`src/pkg/rmsbs_pkg.sv`:
```
// Constants and types for the reset, mode-strap and bus-status block.
// Assumes one clock domain and a synchronous active-low system reset.
package rmsbs_pkg;

    // Pin synchroniser lanes
    localparam int unsigned PIN_RES   = 0;
    localparam int unsigned PIN_UCS   = 1;
    localparam int unsigned PIN_LCS   = 2;
    localparam int unsigned PIN_QSMD  = 3;
    localparam int unsigned PIN_WAIT  = 4;
    localparam int unsigned PIN_COPRO = 5;
    localparam int unsigned PIN_W     = 6;
    // Sync stages start as: reset pin low, straps at pull-up level
    localparam logic [5:0]  PIN_RST_VAL = 6'h3e;

    // Active-low bus cycle status codes
    localparam logic [2:0] ST_INTA  = 3'h0;
    localparam logic [2:0] ST_IORD  = 3'h1;
    localparam logic [2:0] ST_IOWR  = 3'h2;
    localparam logic [2:0] ST_HALT  = 3'h3;
    localparam logic [2:0] ST_FETCH = 3'h4;
    localparam logic [2:0] ST_MEMRD = 3'h5;
    localparam logic [2:0] ST_MEMWR = 3'h6;
    localparam logic [2:0] ST_IDLE  = 3'h7;

    // Queue status codes, bit 1 on write strobe pin, bit 0 on latch pin
    localparam logic [1:0] QS_NONE   = 2'h0;
    localparam logic [1:0] QS_FIRST  = 2'h1;
    localparam logic [1:0] QS_MORE   = 2'h3;
    localparam logic [1:0] QS_FLUSH  = 2'h2;

    // Reset values of the latched modes
    localparam logic RST_PINS_FLOAT_TEST_MODE  = 1'b0;
    localparam logic RST_ENH   = 1'b0;
    localparam logic RST_QUEUE = 1'b0;

    typedef enum logic [3:0] {
        CYC_IDLE,
        CYC_INTA,
        CYC_IORD,
        CYC_IOWR,
        CYC_HALT,
        CYC_FETCH,
        CYC_MEMRD,
        CYC_MEMWR,
        CYC_REFRESH
    } rmsbs_cycle_t;

    typedef enum logic [1:0] {
        QOP_NONE,
        QOP_FIRST,
        QOP_MORE,
        QOP_FLUSH
    } rmsbs_qop_t;

endpackage : rmsbs_pkg

```
`src/pkg/rmsbs_pin_if.sv`:
```
// Carrier between the top and its pin synchroniser.
// Assumes raw pins from outside the clock domain, clean values inside.
interface rmsbs_pin_if #(
    parameter int unsigned W = 6
);
    logic [W-1:0] raw;
    logic [W-1:0] clean;

    modport sync_mp (input raw, output clean);
    modport user_mp (output raw, input clean);
endinterface : rmsbs_pin_if

```
`src/logic/rmsbs_pin_sync.sv`:
```
// Three-stage pin synchroniser with agreement filter per lane.
// Assumes pins asynchronous to clk_sys_i; reset values per lane given.
module rmsbs_pin_sync #(
    parameter int unsigned W       = 6,
    parameter logic [W-1:0] RST_VAL = '0
) (
    // Clock and reset
    input  wire logic     clk_sys_i,
    input  wire logic     resetn_i,
    // Pins
    rmsbs_pin_if.sync_mp  pins
);
    logic [W-1:0] s1_q, s2_q, s3_q, clean_q;
    logic [W-1:0] s1_d, s2_d, s3_d, clean_d;

    // Zero lanes leave the agreement filter with nothing to serve
    if (W < 1) begin : g_bad_width
        $error("rmsbs_pin_sync: W must be at least 1");
    end

    always_comb begin
        s1_d = pins.raw;
        s2_d = s1_q;
        s3_d = s2_q;
    end

    // Stage one is read by stage two only
    for (genvar i = 0; i < W; i++) begin : g_lane
        always_comb begin
            clean_d[i] = (s2_q[i] == s3_q[i]) ? s3_q[i] : clean_q[i];
        end
    end

    always_ff @(posedge clk_sys_i) begin
        if (!resetn_i) begin
            s1_q    <= RST_VAL;
            s2_q    <= RST_VAL;
            s3_q    <= RST_VAL;
            clean_q <= RST_VAL;
        end else begin
            s1_q    <= s1_d;
            s2_q    <= s2_d;
            s3_q    <= s3_d;
            clean_q <= clean_d;
        end
    end

    assign pins.clean = clean_q;

endmodule : rmsbs_pin_sync

```
`src/logic/rmsbs_top.sv`:
```
// Reset handling, reset-time mode straps and bus cycle status outputs.
// Assumes core signals on clk_sys_i; straps and reset pin are asynchronous.
//
// Overview of operation
// - External reset low holds core dormant
// - Reset output high while in reset
// - Refresh indicator low during refresh cycles in enhanced mode only
// - Three active-low status lines encode cycle type
// - Wait instruction stalls while resume pin high
// - Strap pull-ups enabled while reset applied
// - Both selects low at reset: pins float
// - Selects sampled at reset rising edge
// - Float mode left only via reset, straps high
// - Wait pin low then high: enhanced mode
// - Enhanced mode enables refresh, power-save, coprocessor
// - Detected coprocessor forces enhanced mode
// - Enhanced registers blocked outside enhanced mode
// - Queue status works in compatible mode
// - Mode pin low: queue status on pins
// - Queue codes: none, first, more, flush
module rmsbs_top
    import rmsbs_pkg::*;
(
    // Clock and reset
    input  wire logic                  clk_sys_i,
    input  wire logic                  resetn_i,
    // Reset and strap pins
    input  wire logic                  ext_reset_n_i,
    input  wire logic                  upper_select_n_i,
    input  wire logic                  lower_select_n_i,
    input  wire logic                  read_queue_mode_n_i,
    input  wire logic                  wait_resume_i,
    input  wire logic                  copro_detect_i,
    output logic                       reset_o,
    output logic                       pullup_en_o,
    // Core side
    output logic                       core_dormant_o,
    input  wire logic                  wait_active_i,
    output logic                       core_stall_o,
    input  wire rmsbs_pkg::rmsbs_cycle_t cycle_kind_i,
    input  wire rmsbs_pkg::rmsbs_qop_t queue_op_i,
    input  wire logic                  addr_latch_i,
    input  wire logic                  write_strobe_n_i,
    input  wire logic                  enh_reg_req_i,
    output logic                       enh_reg_grant_o,
    // Bus status pins
    output logic                       cycle_type_bit0_low_o,
    output logic                       cycle_type_bit1_low_o,
    output logic                       cycle_type_bit2_low_o,
    output logic                       refresh_n_o,
    output logic                       address_latch_queue_bit0_o,
    output logic                       write_strobe_queue_bit1_o,
    output logic                       pins_oe_n_o,
    // Mode status
    output logic                       pins_float_test_mode_o,
    output logic                       enhanced_mode_o,
    output logic                       queue_mode_o,
    output logic                       refresh_en_o,
    output logic                       power_save_en_o,
    output logic                       copro_en_o
);
    import rmsbs_pkg::*;

    rmsbs_pin_if #(.W(PIN_W)) pin_bus ();

    assign pin_bus.raw = {copro_detect_i, wait_resume_i, read_queue_mode_n_i,
                          lower_select_n_i, upper_select_n_i, ext_reset_n_i};

    rmsbs_pin_sync #(
        .W       (PIN_W),
        .RST_VAL (PIN_RST_VAL)
    ) u_sync (
        .clk_sys_i (clk_sys_i),
        .resetn_i  (resetn_i),
        .pins      (pin_bus)
    );

    logic res_n_c, ucs_n_c, lcs_n_c, qsmd_n_c, wait_c, copro_c;
    assign res_n_c  = pin_bus.clean[PIN_RES];
    assign ucs_n_c  = pin_bus.clean[PIN_UCS];
    assign lcs_n_c  = pin_bus.clean[PIN_LCS];
    assign qsmd_n_c = pin_bus.clean[PIN_QSMD];
    assign wait_c   = pin_bus.clean[PIN_WAIT];
    assign copro_c  = pin_bus.clean[PIN_COPRO];

    function automatic logic [2:0] cycle_code(input rmsbs_cycle_t k,
                                              input logic enh);
        case (k)
            CYC_INTA:    cycle_code = ST_INTA;
            CYC_IORD:    cycle_code = ST_IORD;
            CYC_IOWR:    cycle_code = ST_IOWR;
            CYC_HALT:    cycle_code = ST_HALT;
            CYC_FETCH:   cycle_code = ST_FETCH;
            CYC_MEMRD:   cycle_code = ST_MEMRD;
            CYC_MEMWR:   cycle_code = ST_MEMWR;
            // Refresh shows as a memory read, only when enhanced
            CYC_REFRESH: cycle_code = enh ? ST_MEMRD : ST_IDLE;
            default:     cycle_code = ST_IDLE;
        endcase
    endfunction : cycle_code

    function automatic logic [1:0] queue_code(input rmsbs_qop_t op);
        case (op)
            QOP_FIRST: queue_code = QS_FIRST;
            QOP_MORE:  queue_code = QS_MORE;
            QOP_FLUSH: queue_code = QS_FLUSH;
            default:   queue_code = QS_NONE;
        endcase
    endfunction : queue_code

    // Reset tracking and mode straps
    logic res_prev_q, res_prev_d;
    logic wait_low_q, wait_low_d;
    logic pins_float_test_mode_q, pins_float_test_mode_d, enh_q, enh_d, queue_q, queue_d;
    logic in_reset, release_edge;

    assign in_reset     = !res_n_c;
    assign release_edge = res_n_c && !res_prev_q;

    always_comb begin
        res_prev_d = res_n_c;
        wait_low_d = wait_low_q;
        pins_float_test_mode_d     = pins_float_test_mode_q;
        enh_d      = enh_q;
        queue_d    = queue_q;
        if (in_reset && !wait_c) begin
            wait_low_d = 1'b1;
        end
        if (release_edge) begin
            pins_float_test_mode_d     = !ucs_n_c && !lcs_n_c;
            enh_d      = (wait_low_q && wait_c) || copro_c;
            queue_d    = !qsmd_n_c;
            wait_low_d = 1'b0;
        end
    end

    always_ff @(posedge clk_sys_i) begin
        if (!resetn_i) begin
            res_prev_q <= 1'b0;
            wait_low_q <= 1'b0;
            pins_float_test_mode_q     <= RST_PINS_FLOAT_TEST_MODE;
            enh_q      <= RST_ENH;
            queue_q    <= RST_QUEUE;
        end else begin
            res_prev_q <= res_prev_d;
            wait_low_q <= wait_low_d;
            pins_float_test_mode_q     <= pins_float_test_mode_d;
            enh_q      <= enh_d;
            queue_q    <= queue_d;
        end
    end

    // Registered pin and core outputs
    typedef struct packed {
        logic       rst;
        logic       pull;
        logic       dormant;
        logic       stall;
        logic       grant;
        logic [2:0] st_n;
        logic       rfsh_n;
        logic       qb0;
        logic       qb1;
        logic       oe_n;
        logic       pins_float_test_mode;
        logic       enh;
        logic       queue;
    } rmsbs_out_t;

    localparam rmsbs_out_t OUT_RST = '{rst: 1'b1, pull: 1'b1, dormant: 1'b1,
        stall: 1'b0, grant: 1'b0, st_n: ST_IDLE, rfsh_n: 1'b1, qb0: 1'b0,
        qb1: 1'b1, oe_n: 1'b0, pins_float_test_mode: RST_PINS_FLOAT_TEST_MODE, enh: RST_ENH,
        queue: RST_QUEUE};

    rmsbs_out_t out_q, out_d;
    logic [1:0] qs;

    always_comb begin
        qs            = queue_code(queue_op_i);
        out_d         = OUT_RST;
        out_d.pins_float_test_mode    = pins_float_test_mode_q;
        out_d.enh     = enh_q;
        out_d.queue   = queue_q;
        out_d.oe_n    = pins_float_test_mode_q;
        if (!in_reset) begin
            out_d.rst     = 1'b0;
            out_d.pull    = 1'b0;
            out_d.dormant = 1'b0;
            out_d.stall   = wait_active_i && wait_c;
            out_d.grant   = enh_reg_req_i && enh_q;
            out_d.st_n    = cycle_code(cycle_kind_i, enh_q);
            out_d.rfsh_n  = !(enh_q &&
                              cycle_kind_i == CYC_REFRESH);
            // Queue mode does not depend on enhanced mode
            out_d.qb0     = queue_q ? qs[0] : addr_latch_i;
            out_d.qb1     = queue_q ? qs[1] : write_strobe_n_i;
        end
    end

    always_ff @(posedge clk_sys_i) begin
        if (!resetn_i) begin
            out_q <= OUT_RST;
        end else begin
            out_q <= out_d;
        end
    end

    assign reset_o                    = out_q.rst;
    assign pullup_en_o                = out_q.pull;
    assign core_dormant_o             = out_q.dormant;
    assign core_stall_o               = out_q.stall;
    assign enh_reg_grant_o            = out_q.grant;
    assign cycle_type_bit0_low_o      = out_q.st_n[0];
    assign cycle_type_bit1_low_o      = out_q.st_n[1];
    assign cycle_type_bit2_low_o      = out_q.st_n[2];
    assign refresh_n_o                = out_q.rfsh_n;
    assign address_latch_queue_bit0_o = out_q.qb0;
    assign write_strobe_queue_bit1_o  = out_q.qb1;
    assign pins_oe_n_o                = out_q.oe_n;
    assign pins_float_test_mode_o     = out_q.pins_float_test_mode;
    assign enhanced_mode_o            = out_q.enh;
    assign queue_mode_o               = out_q.queue;
    assign refresh_en_o               = out_q.enh;
    assign power_save_en_o            = out_q.enh;
    assign copro_en_o                 = out_q.enh;
endmodule : rmsbs_top

```
`config.mk`:
```
export PLATFORM = sky130hd
export DESIGN_NAME = rmsbs_top
export DESIGN_NICKNAME = d
export VERILOG_FILES = /design/src/pkg/rmsbs_pkg.sv /design/src/pkg/rmsbs_pin_if.sv /design/src/logic/rmsbs_pin_sync.sv /design/src/logic/rmsbs_top.sv
export SDC_FILE = /design/constraint.sdc
export NUM_CORES = 1
export LEC_CHECK = 0
export ABC_AREA = 1
export BUFFER_PORTS_ARGS = -buffer_cell sky130_fd_sc_hd__clkbuf_2
export CAP_MARGIN = 20
export CELL_PAD_IN_SITES_DETAIL_PLACEMENT = 2
export CELL_PAD_IN_SITES_GLOBAL_PLACEMENT = 2
export CORE_MARGIN = 2
export CORE_UTILIZATION = 31
export DETAILED_ROUTE_END_ITERATION = 8
export GPL_ROUTABILITY_DRIVEN = 0
export MAX_ROUTING_LAYER = met4
export PLACE_DENSITY = 0.8
export SLEW_MARGIN = 20
export SYNTH_ARGS = -nofsm -noshare
export SYNTH_HDL_FRONTEND = slang
export SYNTH_HIERARCHICAL = 1
export SYNTH_SLANG_ARGS = --single-unit
export TNS_END_PERCENT = 30
```
`constraint.sdc`:
```
create_clock -name clk_sys_i -period 1.4 [get_ports clk_sys_i]
set_input_delay 0 -clock clk_sys_i [delete_from_list [all_inputs] [get_ports clk_sys_i]]
set_output_delay 0 -clock clk_sys_i [all_outputs]
set_load 0.005 [all_outputs]
```
==> summary.txt <==
Run status
  • Status: finished, final reports clean

Final layout
  • Layout Area Growth over Synthesis: 25.9%
  • Final-stage net count: about 260
  • Share of cells above drive strength 1: between 20% and 30%
  • Antenna fix cells: 0

Drt
  • Antenna-violating nets left: 0
  • Drt first pass iters: 4
  • Via Count: 1,263
  • DR vias/cell: 4.37
  • Iteration-0 DRC count of the detailed router: 42
  • Drt wl/cell: approximately 11 um
  • Routed WL: about 3300 um
  • DRC: 0

Placed design
  • Post-DP HPWL: 2380 um
  • Port bufs: 35

Synthesis
  • Synth area leaders: dfxtp_1 55%, nand2_1 11%, inv_1 9.3%, nor2_1 8.1%, buf_4 3.0%
  • Register area share after synthesis: about 55%
  • Area leader, netlist: dfxtp_1
  • Syn_nets: between 200 and 250
  • Most frequent cells after synthesis: 43 x nand2_1, 41 x dfxtp_1, 37 x inv_1
  • Synth cell types: 19
  • Cell with the most instances after synthesis: nand2_1
  • Yosys warning count: 6
  • Ys async rst share: 0%
  • Synthesized flop and latch total: approximately 40
  • Mapped Area: ~1500 um2
  • Syn Area/Cell: roughly 7.9 um2
  • Synth Instances: roughly 190
  • Top cell type's share of synthesized area: 55.1%
  • Number of synthesized flops with an enable pin: 0
  • Primary FF master, synth: dfxtp_1

Worst setup path
  • Critical path class: reg -> reg
  • CP Depth: 4
  • R2R depth: 4
  • CP cell instances: inv_1, nor2_4, o21ai_0, a21oi_1
  • Crit path buffers/inverters: 1
  • Crit-path slowest cell: dfxtp_1
  • Critical path's top delay family: flip-flops
  • CP Data Required Time: ~1600 ps
  • Crit start category: flop
  • RR Endpoint: queue_q
  • CP endpoint kind: flop
  • Reg2Reg Setup Slack: between 300 and 400 ps
  • CP arrival: 1250 ps
  • Reg2Reg Launch Point: u_sync/pins.clean[0]
  • Crit path max fanout: 7
  • Slowest stage delay, CP: 440 ps

Timing
  • TNS Setup: 0 ps
  • Final min period: approximately 1000 ps
  • Final Skew: roughly 5.6 ps
  • Minimum hold slack: around 42 ps
  • Worst slew margin: about three quarters
  • # setup viols final: 0
  • Crit share post-route: around 73%
  • Hold Fails Final Rpt: 0
  • Final-report max-slew violation count: 0
  • Worst slew pin tran: approximately 370 ps
  • Fmax: just under 1000 MHz
  • RSZ-0062 raised after global routing: false

Die
  • IO Pins: 36
  • Die X: roughly 73 um
  • Core ar.: ~4700 um2
  • Die height: 73.3 um
  • Overall die area: between 5000 and 6000 um2
  • Initial Util: a little under a third
  • Row cnt: 25

Pwr
  • LEAKAGE: 1.03 nW
  • Total Power: about 0.0021 W
  • Peak supply drop: 0.479 mV
  • Cell Pwr Density: 1120 nW/um2

Clock network
  • Maximum root-to-sink buffer count: 2
  • Clock sink count: between 40 and 50
  • CTS tree: built
  • Setup Buffers After CTS: 0
  • Num CTS Buffers: 5
  • H-Tree Level Count: 2
  • Root Driver: clkbuf_8
  • Clock-pin slew on the worst setup and hold paths: 80 ps
  • Clk Latency, worst-skew pair: approximately 290 ps

GRT
  • Initial antenna violation count: 0
  • Global-route wire length before repair: 5530 um
  • Number of global-route vias before repair: 1,236
  • Largest net degree at the start of global routing: 16
  • Grt ovf: 0
  • Total track usage: roughly 14%

Min path
  • Min-Delay Path Class: in -> reg
  • Hold path endpoint: cycle_type_bit0_low_o
  • Worst Hold Launch: cycle_kind_i[3]
  • Hold depth: 3

Job
  • Max-Cap Viols: 0
logic make-up after synthesis:
kind of cell	synth area share [%]
fa+ha+maj	2.52
buf+inv	15.0
flops	55.1
compound gates	4.53
simple gates	22.8
worst min-delay path, cell delays in order:
cell	delay [ps]
clkbuf_2	110
clkinv_2	80
nand3_1	90
area by class of cell:
class                      count  area, um2
clock buffer                   7       86.3
fill                         560       2820
inverter                      40        156
multi-input combinational     99        445
sequential                    41        821
tap                           54       67.6
timing repair buffer          48        300
through the flow:
| step | std cells | setup WS (ps) | cell area, um2 | utilization (%) |
|---|---|---|---|---|
| 3_5_place_dp | 271 | 383 | 1680 | 35.8 |
| 2_1_floorplan | 188 | 553 | 1490 | - |
| 5_1_grt | 289 | 246 | 1880 | 40.0 |
| 3_3_place_gp | 271 | 483 | 1680 | 35.8 |
| 4_1_cts | 289 | 363 | 1880 | 40.0 |
| 6_report | 289 | 375 | 1880 | 40.0 |
registers in the layout, summed over array words and instances, names as in the netlist, 6 cells and up:
register	flops
u_sync/pins.clean	6
u_sync/s2_q	6
u_sync/s1_q	6
u_sync/s3_q	6
metal layers:
metal | part of all wire [%] | global-route usage (%)
met3 | 4.8 | 4.53
met2 | 53 | 25.5
met1 | 40 | 14.3
met4 | 1.8 | 6.06
met5 | 0 | -
power by group:
group | switching [W] | internal (W) | leakage, nW
logic | 0.0000695 | 0.0000629 | 0.652
registers | 0.00000878 | 0.00119 | 0.334
clock network | 0.000387 | 0.000391 | 0.0443
placed cells by master, fill, tap and decap left out, drive strengths merged:
master,instances
a21oi,6
buf,2
clkbuf,42
clkinv,2
dfxtp,41
dlygate4sd3,11
ha,3
inv,38
nand2,44
nand3,5
nor2,34
o21ai,6
o31ai,1
how the worst max path moves through the flow:
stage / end / from
2_1_floorplan: enh_q / u_sync/pins.clean[0]
3_3_place_gp: queue_q / u_sync/pins.clean[0]
3_5_place_dp: queue_q / u_sync/pins.clean[0]
4_1_cts: queue_q / u_sync/pins.clean[0]
5_1_grt: enh_q / u_sync/pins.clean[0]
6_report: queue_q / u_sync/pins.clean[0]
what timing repair did:
action	in CTS	in global routing
hold endpoints to repair	11	0
hold buffers	11	0
gates resized for setup	0	0
Note: power is estimated with default switching activity, not from simulation.
